File: src/rtl/pms_pkg.sv
// Shared types and constants of the power-mode sequencer.
// Assumes a single slow clock domain and a byte-wide register port.
`default_nettype none

package pms_pkg;

  // Register port
  localparam int unsigned PMS_ADDR_W      = 4;
  localparam int unsigned PMS_DATA_W      = 8;
  localparam logic [3:0]  PMS_REG_CTRL    = 4'h0;
  localparam logic [3:0]  PMS_REG_STATUS  = 4'h1;
  localparam logic [7:0]  PMS_CTRL_RESET  = 8'h00;
  localparam logic [7:0]  PMS_RD_UNMAPPED = 8'h00;
  localparam logic [4:0]  PMS_STATUS_RSVD = 5'h00;
  localparam logic [1:0]  PMS_CTRL_RSVD   = 2'h0;

  // Power modes and the transitional steps between them
  typedef enum logic [2:0] {
    ST_ACTIVE,
    ST_GO_SAVE,
    ST_SAVE,
    ST_IDLE,
    ST_HALT,
    ST_WAKE_HF,
    ST_WAKE_PLL,
    ST_GO_ACTIVE
  } pms_mode_t;

  // Control register layout, bit 0 first from the right
  typedef struct packed {
    logic [1:0] rsvd;
    logic       pll_disable;
    logic       hf_osc_disable;
    logic       wait_gated_transition;
    logic       halt;
    logic       idle;
    logic       power_save_bit;
  } pms_ctrl_t;

  // Status register layout
  typedef struct packed {
    logic [4:0] rsvd;
    logic       pll_ok;
    logic       hf_osc_ok;
    logic       lf_osc_ok;
  } pms_status_t;

  // Stability reports from the clock generator
  typedef struct packed {
    logic lf_stable;
    logic hf_stable;
    logic pll_stable;
  } pms_clk_stat_t;

  // Clock controls towards the clock generator
  typedef struct packed {
    logic sys_clk_en;
    logic slow_clk_en;
    logic hf_osc_en;
    logic pll_en;
    logic cpu_on_slow_clk;
    logic slow_from_main;
  } pms_clk_ctl_t;

  localparam pms_clk_ctl_t PMS_CLK_RESET = '{
    sys_clk_en:      1'b1,
    slow_clk_en:     1'b1,
    hf_osc_en:       1'b1,
    pll_en:          1'b1,
    cpu_on_slow_clk: 1'b0,
    slow_from_main:  1'b0
  };

  typedef struct packed {
    pms_mode_t    mode;
    pms_ctrl_t    ctrl;
    logic         wait_seen;
    logic [7:0]   rd_data;
    pms_clk_ctl_t clk;
  } pms_state_t;

  typedef struct packed {
    logic pending;
  } pms_wake_t;

  // Low-power modes; a wake-up event is acted upon in these and in ST_GO_ACTIVE
  function automatic logic pms_is_low_power(input pms_mode_t m);
    return (m == ST_SAVE) || (m == ST_IDLE) || (m == ST_HALT);
  endfunction

  // Modes in which the clock-disable bits take effect
  function automatic logic pms_is_gated(input pms_mode_t m);
    return (m == ST_SAVE) || (m == ST_IDLE);
  endfunction

endpackage

`default_nettype wire

File: src/rtl/pms_sequencer.sv
// Power-mode sequencer: Active, Power Save, Idle and Halt with clock qualification.
// Assumes clk_sys is the slow clock, all inputs synchronous to it, and a
// clock generator that reports oscillator and PLL stability as levels.
//
// The strobed register port and the register addresses were chosen for this implementation.
`default_nettype none

module pms_sequencer
  import pms_pkg::*;
(
  input  wire logic                  clk_sys,
  input  wire logic                  srst,
  input  wire logic [PMS_ADDR_W-1:0] addr,
  input  wire logic [PMS_DATA_W-1:0] wr_data,
  input  wire logic                  wr_en,
  input  wire logic                  rd_en,
  output logic      [PMS_DATA_W-1:0] rd_data,
  input  wire pms_clk_stat_t         clk_stat,
  input  wire logic                  pll_power_down,
  input  wire logic                  lf_xtal_absent,
  input  wire logic                  cpu_wait,
  input  wire logic                  nmi_wake,
  input  wire logic                  wakeup_input,
  input  wire logic                  int_ack,
  output pms_mode_t                  power_mode,
  output pms_clk_ctl_t               clk_ctl,
  output logic                       wake_pending
);

  pms_state_t  r;
  pms_state_t  next_r;
  pms_status_t status;
  pms_ctrl_t   wc;
  logic        pll_ok;
  logic        waiting;
  logic        entry_req;
  logic        wake;
  logic        sw_go_save;
  logic        sw_go_active;

  pms_wake_latch u_wake (
    .clk_sys  (clk_sys),
    .srst     (srst),
    .wake_evt (nmi_wake | wakeup_input),
    .int_ack  (int_ack),
    .pending  (wake_pending)
  );

  // a disabled PLL counts as stable
  assign pll_ok = clk_stat.pll_stable | ~r.clk.pll_en;

  // live clock status, upper bits zero
  assign status = '{
    rsvd:      PMS_STATUS_RSVD,
    pll_ok:    pll_ok,
    hf_osc_ok: clk_stat.hf_stable,
    lf_osc_ok: clk_stat.lf_stable
  };

  always_comb begin
    next_r       = r;
    wc           = pms_ctrl_t'(wr_data);
    sw_go_save   = 1'b0;
    sw_go_active = 1'b0;
    next_r.rd_data = PMS_RD_UNMAPPED;

    // Register reads, data stand one cycle later
    if (rd_en) begin
      case (addr)
        PMS_REG_CTRL: begin
          next_r.rd_data = r.ctrl;
        end
        PMS_REG_STATUS: begin
          next_r.rd_data = status;
        end
        default: begin
          next_r.rd_data = PMS_RD_UNMAPPED;
        end
      endcase
    end

    // Software writes to the control register
    if (wr_en && (addr == PMS_REG_CTRL)) begin
      next_r.ctrl.rsvd                  = PMS_CTRL_RSVD;
      next_r.ctrl.idle                  = wc.idle;
      next_r.ctrl.halt                  = wc.halt;
      next_r.ctrl.wait_gated_transition = wc.wait_gated_transition;
      // separate disables for oscillator and PLL
      next_r.ctrl.hf_osc_disable        = wc.hf_osc_disable;
      next_r.ctrl.pll_disable           = wc.pll_disable;
      if (wc.power_save_bit) begin
        if (wc.wait_gated_transition) begin
          // bit set at once, entry waits
          next_r.ctrl.power_save_bit = 1'b1;
        end else if (!r.ctrl.power_save_bit && (r.mode == ST_ACTIVE)) begin
          sw_go_save = 1'b1;
        end
      end else if (r.mode == ST_SAVE) begin
        // bit stays set until Active reached
        sw_go_active = 1'b1;
      end else if (r.mode == ST_ACTIVE) begin
        next_r.ctrl.power_save_bit = 1'b0;
      end
    end

    wake      = wake_pending && pms_is_low_power(r.mode);
    waiting   = r.wait_seen || cpu_wait;
    entry_req = next_r.ctrl.wait_gated_transition &&
                (next_r.ctrl.halt || next_r.ctrl.idle ||
                 (next_r.ctrl.power_save_bit && (r.mode == ST_ACTIVE)));
    next_r.wait_seen = 1'b0;

    case (r.mode)
      ST_ACTIVE, ST_SAVE: begin
        if (wake) begin
          next_r.mode                = ST_WAKE_HF;
          next_r.ctrl.hf_osc_disable = 1'b0;
          next_r.ctrl.idle           = 1'b0;
        end else if (waiting && entry_req) begin
          if (clk_stat.lf_stable) begin
            // Idle entered from Active or Save at WAIT
            // Halt entered from Active or Save at WAIT
            if (next_r.ctrl.halt) begin
              next_r.mode = ST_HALT;
            end else if (next_r.ctrl.idle) begin
              next_r.mode = ST_IDLE;
            end else begin
              next_r.mode = ST_SAVE;
            end
          end else begin
            // held back without the low-frequency clock
            // WAIT kept pending until status set
            next_r.wait_seen = 1'b1;
          end
        end else if (sw_go_save) begin
          // immediate switch, CPU on slow clock
          next_r.mode = ST_GO_SAVE;
        end else if (sw_go_active) begin
          next_r.mode = ST_GO_ACTIVE;
        end
      end
      ST_GO_SAVE: begin
        // Power Save waits for the low-frequency clock
        // bit set once the switch completes
        if (clk_stat.lf_stable) begin
          next_r.mode                = ST_SAVE;
          next_r.ctrl.power_save_bit = 1'b1;
        end
      end
      ST_IDLE, ST_HALT: begin
        if (wake) begin
          // Idle and Halt return on wake-up
          next_r.mode                = ST_WAKE_HF;
          next_r.ctrl.hf_osc_disable = 1'b0;
          next_r.ctrl.idle           = 1'b0;
        end
      end
      ST_WAKE_HF: begin
        if (clk_stat.hf_stable) begin
          next_r.mode             = ST_WAKE_PLL;
          next_r.ctrl.pll_disable = 1'b0;
          next_r.ctrl.halt        = 1'b0;
        end
      end
      ST_WAKE_PLL: begin
        // wait PLL, then switch to Active
        // only clocks restored, CPU left waiting
        if (pll_ok && clk_stat.hf_stable) begin
          next_r.mode                = ST_ACTIVE;
          next_r.ctrl.power_save_bit = 1'b0;
        end
      end
      ST_GO_ACTIVE: begin
        // software return waits for both clocks
        // bit clears together with Active entry
        if (clk_stat.hf_stable && pll_ok) begin
          next_r.mode                = ST_ACTIVE;
          next_r.ctrl.power_save_bit = 1'b0;
        end else if (wake_pending) begin
          next_r.mode = ST_WAKE_HF;
          next_r.ctrl.hf_osc_disable = 1'b0;
          next_r.ctrl.idle           = 1'b0;
        end
      end
      default: begin
        next_r.mode = ST_ACTIVE;
      end
    endcase

    // Clock controls follow the mode being entered
    // disables act only once Save or Idle reached
    // oscillator forced on in Active, off in Halt
    // without a crystal, main clock stops only in Halt
    if (next_r.mode == ST_HALT) begin
      next_r.clk.hf_osc_en = 1'b0;
    end else if (pms_is_gated(next_r.mode)) begin
      next_r.clk.hf_osc_en = ~next_r.ctrl.hf_osc_disable | lf_xtal_absent;
    end else begin
      next_r.clk.hf_osc_en = 1'b1;
    end
    // PLL gated by its own disable bit, by pll_power_down and in Halt
    if (next_r.mode == ST_HALT) begin
      next_r.clk.pll_en = 1'b0;
    end else if (pms_is_gated(next_r.mode)) begin
      next_r.clk.pll_en = ~next_r.ctrl.pll_disable & ~pll_power_down;
    end else begin
      next_r.clk.pll_en = ~pll_power_down;
    end
    next_r.clk.sys_clk_en      = (next_r.mode != ST_IDLE) && (next_r.mode != ST_HALT);
    next_r.clk.slow_clk_en     = (next_r.mode != ST_HALT);
    next_r.clk.cpu_on_slow_clk = (next_r.mode == ST_SAVE) || (next_r.mode == ST_GO_SAVE) ||
                                 (next_r.mode == ST_GO_ACTIVE);
    // slow clock from main clock without a crystal
    next_r.clk.slow_from_main  = lf_xtal_absent;
  end

  always_ff @(posedge clk_sys) begin
    if (srst) begin
      r.mode      <= ST_ACTIVE;
      r.ctrl      <= pms_ctrl_t'(PMS_CTRL_RESET);
      r.wait_seen <= 1'b0;
      r.rd_data   <= PMS_RD_UNMAPPED;
      r.clk       <= PMS_CLK_RESET;
    end else begin
      r <= next_r;
    end
  end

  assign rd_data    = r.rd_data;
  assign power_mode = r.mode;
  assign clk_ctl    = r.clk;
endmodule

`default_nettype wire

File: src/rtl/pms_wake_latch.sv
// Sticky wake-up event latch.
// Assumes event and acknowledge inputs synchronous to clk_sys.
`default_nettype none

module pms_wake_latch
  import pms_pkg::*;
(
  input  wire logic clk_sys,
  input  wire logic srst,
  input  wire logic wake_evt,
  input  wire logic int_ack,
  output logic      pending
);

  pms_wake_t r;
  pms_wake_t next_r;

  always_comb begin
    next_r = r;
    if (int_ack) begin
      next_r.pending = 1'b0;
    end
    if (wake_evt) begin
      next_r.pending = 1'b1;
    end
  end

  always_ff @(posedge clk_sys) begin
    if (srst) begin
      r.pending <= 1'b0;
    end else begin
      r <= next_r;
    end
  end

  assign pending = r.pending;

endmodule

`default_nettype wire

File: config.mk
export PLATFORM = sky130hd
export DESIGN_NAME = pms_sequencer
export DESIGN_NICKNAME = d
export VERILOG_FILES = /design/src/rtl/pms_pkg.sv /design/src/rtl/pms_sequencer.sv /design/src/rtl/pms_wake_latch.sv
export SDC_FILE = /design/constraint.sdc
export NUM_CORES = 1
export LEC_CHECK = 0
export ABC_AREA = 0
export ABC_CLOCK_PERIOD_IN_PS = 3650
export BUFFER_PORTS_ARGS = -buffer_cell sky130_fd_sc_hd__buf_2
export CAP_MARGIN = 20
export CORE_ASPECT_RATIO = 0.9
export CORE_UTILIZATION = 25
export DETAILED_ROUTE_END_ITERATION = 6
export GPL_ROUTABILITY_DRIVEN = 0
export GPL_TIMING_DRIVEN = 1
export HOLD_SLACK_MARGIN = 0.05
export PLACE_DENSITY_LB_ADDON = 0.08
export REMOVE_ABC_BUFFERS = 1
export SLEW_MARGIN = 20
export SYNTH_ARGS = -nofsm -noshare
export SYNTH_HDL_FRONTEND = slang
export SYNTH_SLANG_ARGS = --single-unit
File: constraint.sdc
create_clock -name clk_sys -period 3.65 [get_ports clk_sys]
set_input_delay 0.365 -clock clk_sys [delete_from_list [all_inputs] [get_ports clk_sys]]
set_output_delay 0.365 -clock clk_sys [all_outputs]
set_load 0.01 [all_outputs]
* Yosys cells after proc, flatten, opt, wreduce, memory -nomap -nowiden
Index checks and enable logic that the tools add are counted.
Word-level totals: input bits 25, flip-flop bits (word level) 25, logic and storage cells 117
Operators by class: bitwise logic cells 11, equal/unequal tests 15, mux-type cells 49, reductions and logical operators 26
Operators with widths (count):
- $mux 3 | 12
- $mux 1 | 31
- $eq 3x3->1 const B | 6
- $pmux 3 s6 | 1
- $eq 3x2->1 const B | 4
- $pmux 6 s2 | 1
- $logic_and 1x1->1 | 8
- $logic_or 1x1->1 | 8
- $reduce_or 2->1 | 4
- $reduce_or 4->1 | 2
- $not 1->1 | 7
- $eq 3x1->1 const B | 2
- $mux 6 | 1
- $pmux 1 s2 | 3
- $eq 4x1->1 const B | 1
- $logic_not 4->1 | 1
- $logic_not 3->1 | 1
- $ne 3x2->1 const B | 1
- $ne 3x3->1 const B | 1
- $or 1x1->1 | 3
- $reduce_bool 2->1 | 1
- $and 1x1->1 | 1
- $logic_not 1->1 | 1

* Longest topological paths before layout
depth in word-level cells 16, mapped depth 8, gate-level depth less buffers 7

* Hierarchy
Synthesis repeated with hierarchy kept, for this count alone.
Unflattened totals: cells, all modules 163, area total of the unflattened synthesis 1447.6 um^2
Modules (own cells, without submodules):
- pms_sequencer | area each 1408.9 um^2, cells each 159, instances 1, seq. area each 440.4 um^2
- pms_wake_latch | area each 38.8 um^2, cells each 4, instances 1, seq. area each 20.0 um^2

* Least setup slack after synthesis
No wires, ideal clock.
path type input port to flip-flop, start input port addr[1], end register r, in the netlist clk_ctl[5], stages 7, data arrival time 2.221 ns, path slack 1.315 ns, library setup time 0.114 ns, cell sequence or3_4 -> nor4_4 -> o22ai_1 -> and3b_4 -> a221o_4 -> or3_1 -> a21o_1
Between the ends: cells in the longest elaborated chain, start to end 12, elaborated cells on any way between the ends 21, classes of those cells 2 x eq/ne; 11 x mux; 8 x reduce/logical
RTL lines:
- start: declaration | line pms_sequencer.sv:13 | input wire logic [PMS_ADDR_W-1:0] addr,
- $logic_not 4->1 * | line pms_sequencer.sv:83 | if (wr_en && (addr == PMS_REG_CTRL)) begin
- $logic_and 1x1->1 * | line pms_sequencer.sv:83
- parallel branches: the longest is 5 deep, another holds $mux 6
- $mux 3 * | line pms_sequencer.sv:119 | end else if (waiting && entry_req) begin
- $mux 3 * | line pms_sequencer.sv:115 | if (wake) begin
- $pmux 3 s6 * | line pms_sequencer.sv:113 | case (r.mode)
- $ne 3x2->1 / $ne 3x3->1 (equally long branches) | line pms_sequencer.sv:209 | next_r.clk.sys_clk_en = (next_r.mode != ST_IDLE) && (next_r.mode != ST_HALT);
- $logic_and 1x1->1 * | line pms_sequencer.sv:209
- end signal: assignment | line pms_sequencer.sv:225 | r <= next_r;
- end: declaration | line pms_sequencer.sv:30 | pms_state_t r;
Mark *: on every way between the ends. A chain may end at the register's enable or synchronous reset.

* Final worst setup path
start register r, in the netlist power_mode[2], end register r, in the netlist clk_ctl[5]
Between the ends: cells in the longest elaborated chain, start to end 14, elaborated cells on any way between the ends 44, classes of those cells 9 x eq/ne; 23 x mux; 12 x reduce/logical
RTL lines:
- $logic_not 3->1
- $mux 1 | line pms_sequencer.sv:101 | end else if (r.mode == ST_ACTIVE) begin
- $mux 1 | line pms_sequencer.sv:98 | end else if (r.mode == ST_SAVE) begin
- $mux 1 | line pms_sequencer.sv:91 | if (wc.power_save_bit) begin
- $mux 6 | line pms_sequencer.sv:83
- $logic_and 1x1->1 | line pms_sequencer.sv:110 | (next_r.ctrl.power_save_bit && (r.mode == ST_ACTIVE)));
- $logic_or 1x1->1 | line pms_sequencer.sv:109 | (next_r.ctrl.halt || next_r.ctrl.idle ||
- $logic_and 1x1->1 | line pms_sequencer.sv:108 | entry_req = next_r.ctrl.wait_gated_transition &&
- $logic_and 1x1->1 | line pms_sequencer.sv:119
- $mux 3 | line pms_sequencer.sv:119
- $mux 3 | line pms_sequencer.sv:115
- $pmux 3 s6 * | line pms_sequencer.sv:113
- $ne 3x2->1 / $ne 3x3->1 (equally long branches) | line pms_sequencer.sv:209
- $logic_and 1x1->1 * | line pms_sequencer.sv:209
Every way passes the cells marked *; elsewhere a longest branch is shown, timed or not.

==> results.cfg <==
[run_status]
status = complete, no violations

[floorplanning]
start_util_pct = 25.9
die_y_um = 71.9
fp-row-count = 25
dieArea_sq_um = 5730
dieWidth_um = 79.7
pin_count = 43
core_sq_um = 5260

[layout]
synthToLayoutAreaGrowth_pct = 12.7
drive_above_1_share_pct = 30.4
n_fill_cell = 590
seq_area_sq_um = 460
num_antenna_cells = 0
nets = 207
final_cell_mix = buf_2 (38), dfxtp_1 (23), nor2_1 (15), nand2_1 (15), a21oi_1 (11)
fin_cells = 248
postLayoutCoreUtil_pct = 29.1
multiInputGateArea_sq_um = 732
final_common_cell = buf_2

[sta]
finalCritPeriodShare_pct = 69.9
slew_violations = 0
fin_setup_tns_ps = 0
slew_headroom_pct = 66.0
rsz0062_at_grt = no
finalSetupViolCount = 0
hold_viol = 0
period_minus_slack_ps = 2550
worst_pin_slew_ps = 509
finalWorstSetupSlack_ps = 1100
fmax_mhz = 392
whs_ps = 314
fin_worst_skew_ps = 2.82

[synthesis]
synth_top_flop_cell = dfxtp_1
avgSynthCellArea_sq_um = 8.44
netlist_area_sq_um = 1360
synthCells = 161
yosysUniqueCellTypes = 50
async_flop_share_pct = 0
yosysSeqAreaShare_pct = 33.9
yosysWarningCount = 0
synth-seq-cells = 23
synth_edf_count = 0

[setup_path]
reg2reg_to = clk_ctl[5]
cp_top_family = compound AO/OA/AOI/OAI gates
reg2reg_slack_ps = 1100
path_class = reg2reg
max_stage_delay_ps = 500
critPathCaptureType = register
crit_required_ps = 3820
startpoint_type = register
cp_num_buf_inv = 0
slowest_stage = a221o_4
worstRegToRegCells = 7
timing.rr.start = power_mode[2]
worstPathCellList = nor3_1 > o31ai_2 > o22ai_1 > a21oi_1 > a221o_4 > or3_1 > a21o_1
cp_max_fo = 15
arrival_ps = 2720

[detailed_routing]
viasPerCell = 4.62
routedWlPerCell_um = 13.3
dr.pass1.iters = 4
ant_nets = 0
drt_iter0_drc = 27
drc_errors = 0
vias = 1146
routed_wl_um = 3310

[global_route]
use_met1_pct = 16.7
grt_start_max_net_pins = 16
grt_pass1_wl_um = 5400
antenna_found_initial = 0
gr-usage-met3_pct = 3.65
grt_pass1_vias = 1098
grt-ovfl-total = 0
top_usage_layer = met2
met2_usage_pct = 19.6
track_usage_pct = 12.4

[power_and_ir_drop]
total_leakage_power_nw = 0.614
powerDensity_nw_per_um2 = 600
irDropWorstVdd_uv = 173

[clock_tree]
clkTransAtPathRegs_ps = 90
cts_resized = 0
cts_tree = done
htreeDepth = 1
cts_hold_buffers = 0
cts_root_buf = clkbuf_8
cts_sinks = 23
clk_latency_ps = 270
cts_buffers = 3
clock_path_buffers = 2
post_cts_buffers = 0

[min_path]
hp-start = lf_xtal_absent
whs_path_depth = 3
holdPathEnd = clk_ctl[0]
hp-class = in2reg

[job]
maxCapViolCount = 0

[placement]
port-buffer-count = 38
dp_cells = 244
dp_slack_ps = 1040
dp_hpwl_um = 2530
[registers in the layout, summed over array words and instances (netlist names)]
| signal | cells |
|---|---|
| power_mode | 3 |
| u_wake.pending | 1 |
| rd_data | 6 |
| clk_ctl | 6 |
| r | 7 |
[worst max path at each step]
stage	to	start	slack [ps]	cells past startpoint
after floorplan	clk_ctl[5]	addr[1]	1320	7
after global placement	clk_ctl[5]	addr[1]	1060	8
after detailed placement	clk_ctl[5]	addr[1]	1040	8
after CTS	clk_ctl[5]	power_mode[2]	1100	7
after global routing	clk_ctl[5]	power_mode[2]	940	7
final	clk_ctl[5]	power_mode[2]	1100	7
[metal layers]
metal	part of all wire, %	wire length, um
met3	4.4	145
met1	51	1680
met2	44	1450
met5	0	0
met4	0.82	27
[synthesized netlist by cell type, types with 2 or more instances]
cell type | instances | area share, %
and2_1 | 4 | 1.8
clkbuf_1 | 5 | 1.4
mux2i_1 | 3 | 2.2
and3_1 | 2 | 0.92
dfxtp_1 | 23 | 34
nor2b_1 | 4 | 1.8
a21oi_1 | 11 | 4.1
buf_4 | 17 | 9.4
nand2_1 | 15 | 4.1
a31oi_1 | 2 | 0.92
nand3_1 | 3 | 1.1
o22ai_1 | 2 | 0.92
a21o_1 | 2 | 1.1
nand3b_1 | 2 | 1.1
nand2b_1 | 7 | 3.2
inv_1 | 5 | 1.4
nor3_1 | 4 | 1.5
o21ai_0 | 4 | 1.5
nor2_1 | 15 | 4.1
[worst reg2reg max path: cells and delay by family (launching register included)]
family	cells	cell delay (ps)
flops	1	480
compound gates	5	1200
simple gates	2	780
[power breakdown]
group          leakage [nW]  switching (mW)  internal, mW  total [mW]
Combinational         0.401           0.220         0.188       0.408
Clock                0.0255          0.0883        0.0764       0.165
Sequential            0.188          0.0588         0.287       0.346
[stage by stage]
step                      cell area (sq um)  power (mW)
after global placement                 1490       0.759
final                                  1530       0.919
after CTS                              1530       0.930
after detailed placement               1490       0.762
after global routing                   1530       0.994
after floorplan                        1210       0.639
[logic make-up (layout without fill, tap and decap cells)]
group | after synthesis | in the layout | synth area share, %
AND/OR/NAND/NOR | 67 | 67 | 28.6
AO/OA/AOI/OAI | 38 | 38 | 21.8
flip-flops | 23 | 23 | 33.9
buffers and inverters | 28 | 47 | 12.5
other | 1 | 2 | 0.276
multiplexers | 3 | 3 | 2.21
XOR/XNOR | 1 | 1 | 0.645
[layout make-up]
| cell class | instances | area share, % |
|---|---|---|
| sequential | 23 | 30.1 |
| clock inverter | 1 | 0.327 |
| multi-input combinational | 111 | 47.8 |
| timing repair buffer | 38 | 12.4 |
| tap | 67 | 5.47 |
| clock buffer | 3 | 2.70 |
| inverter | 5 | 1.23 |
Note: power is estimated with default switching activity, not from simulation.
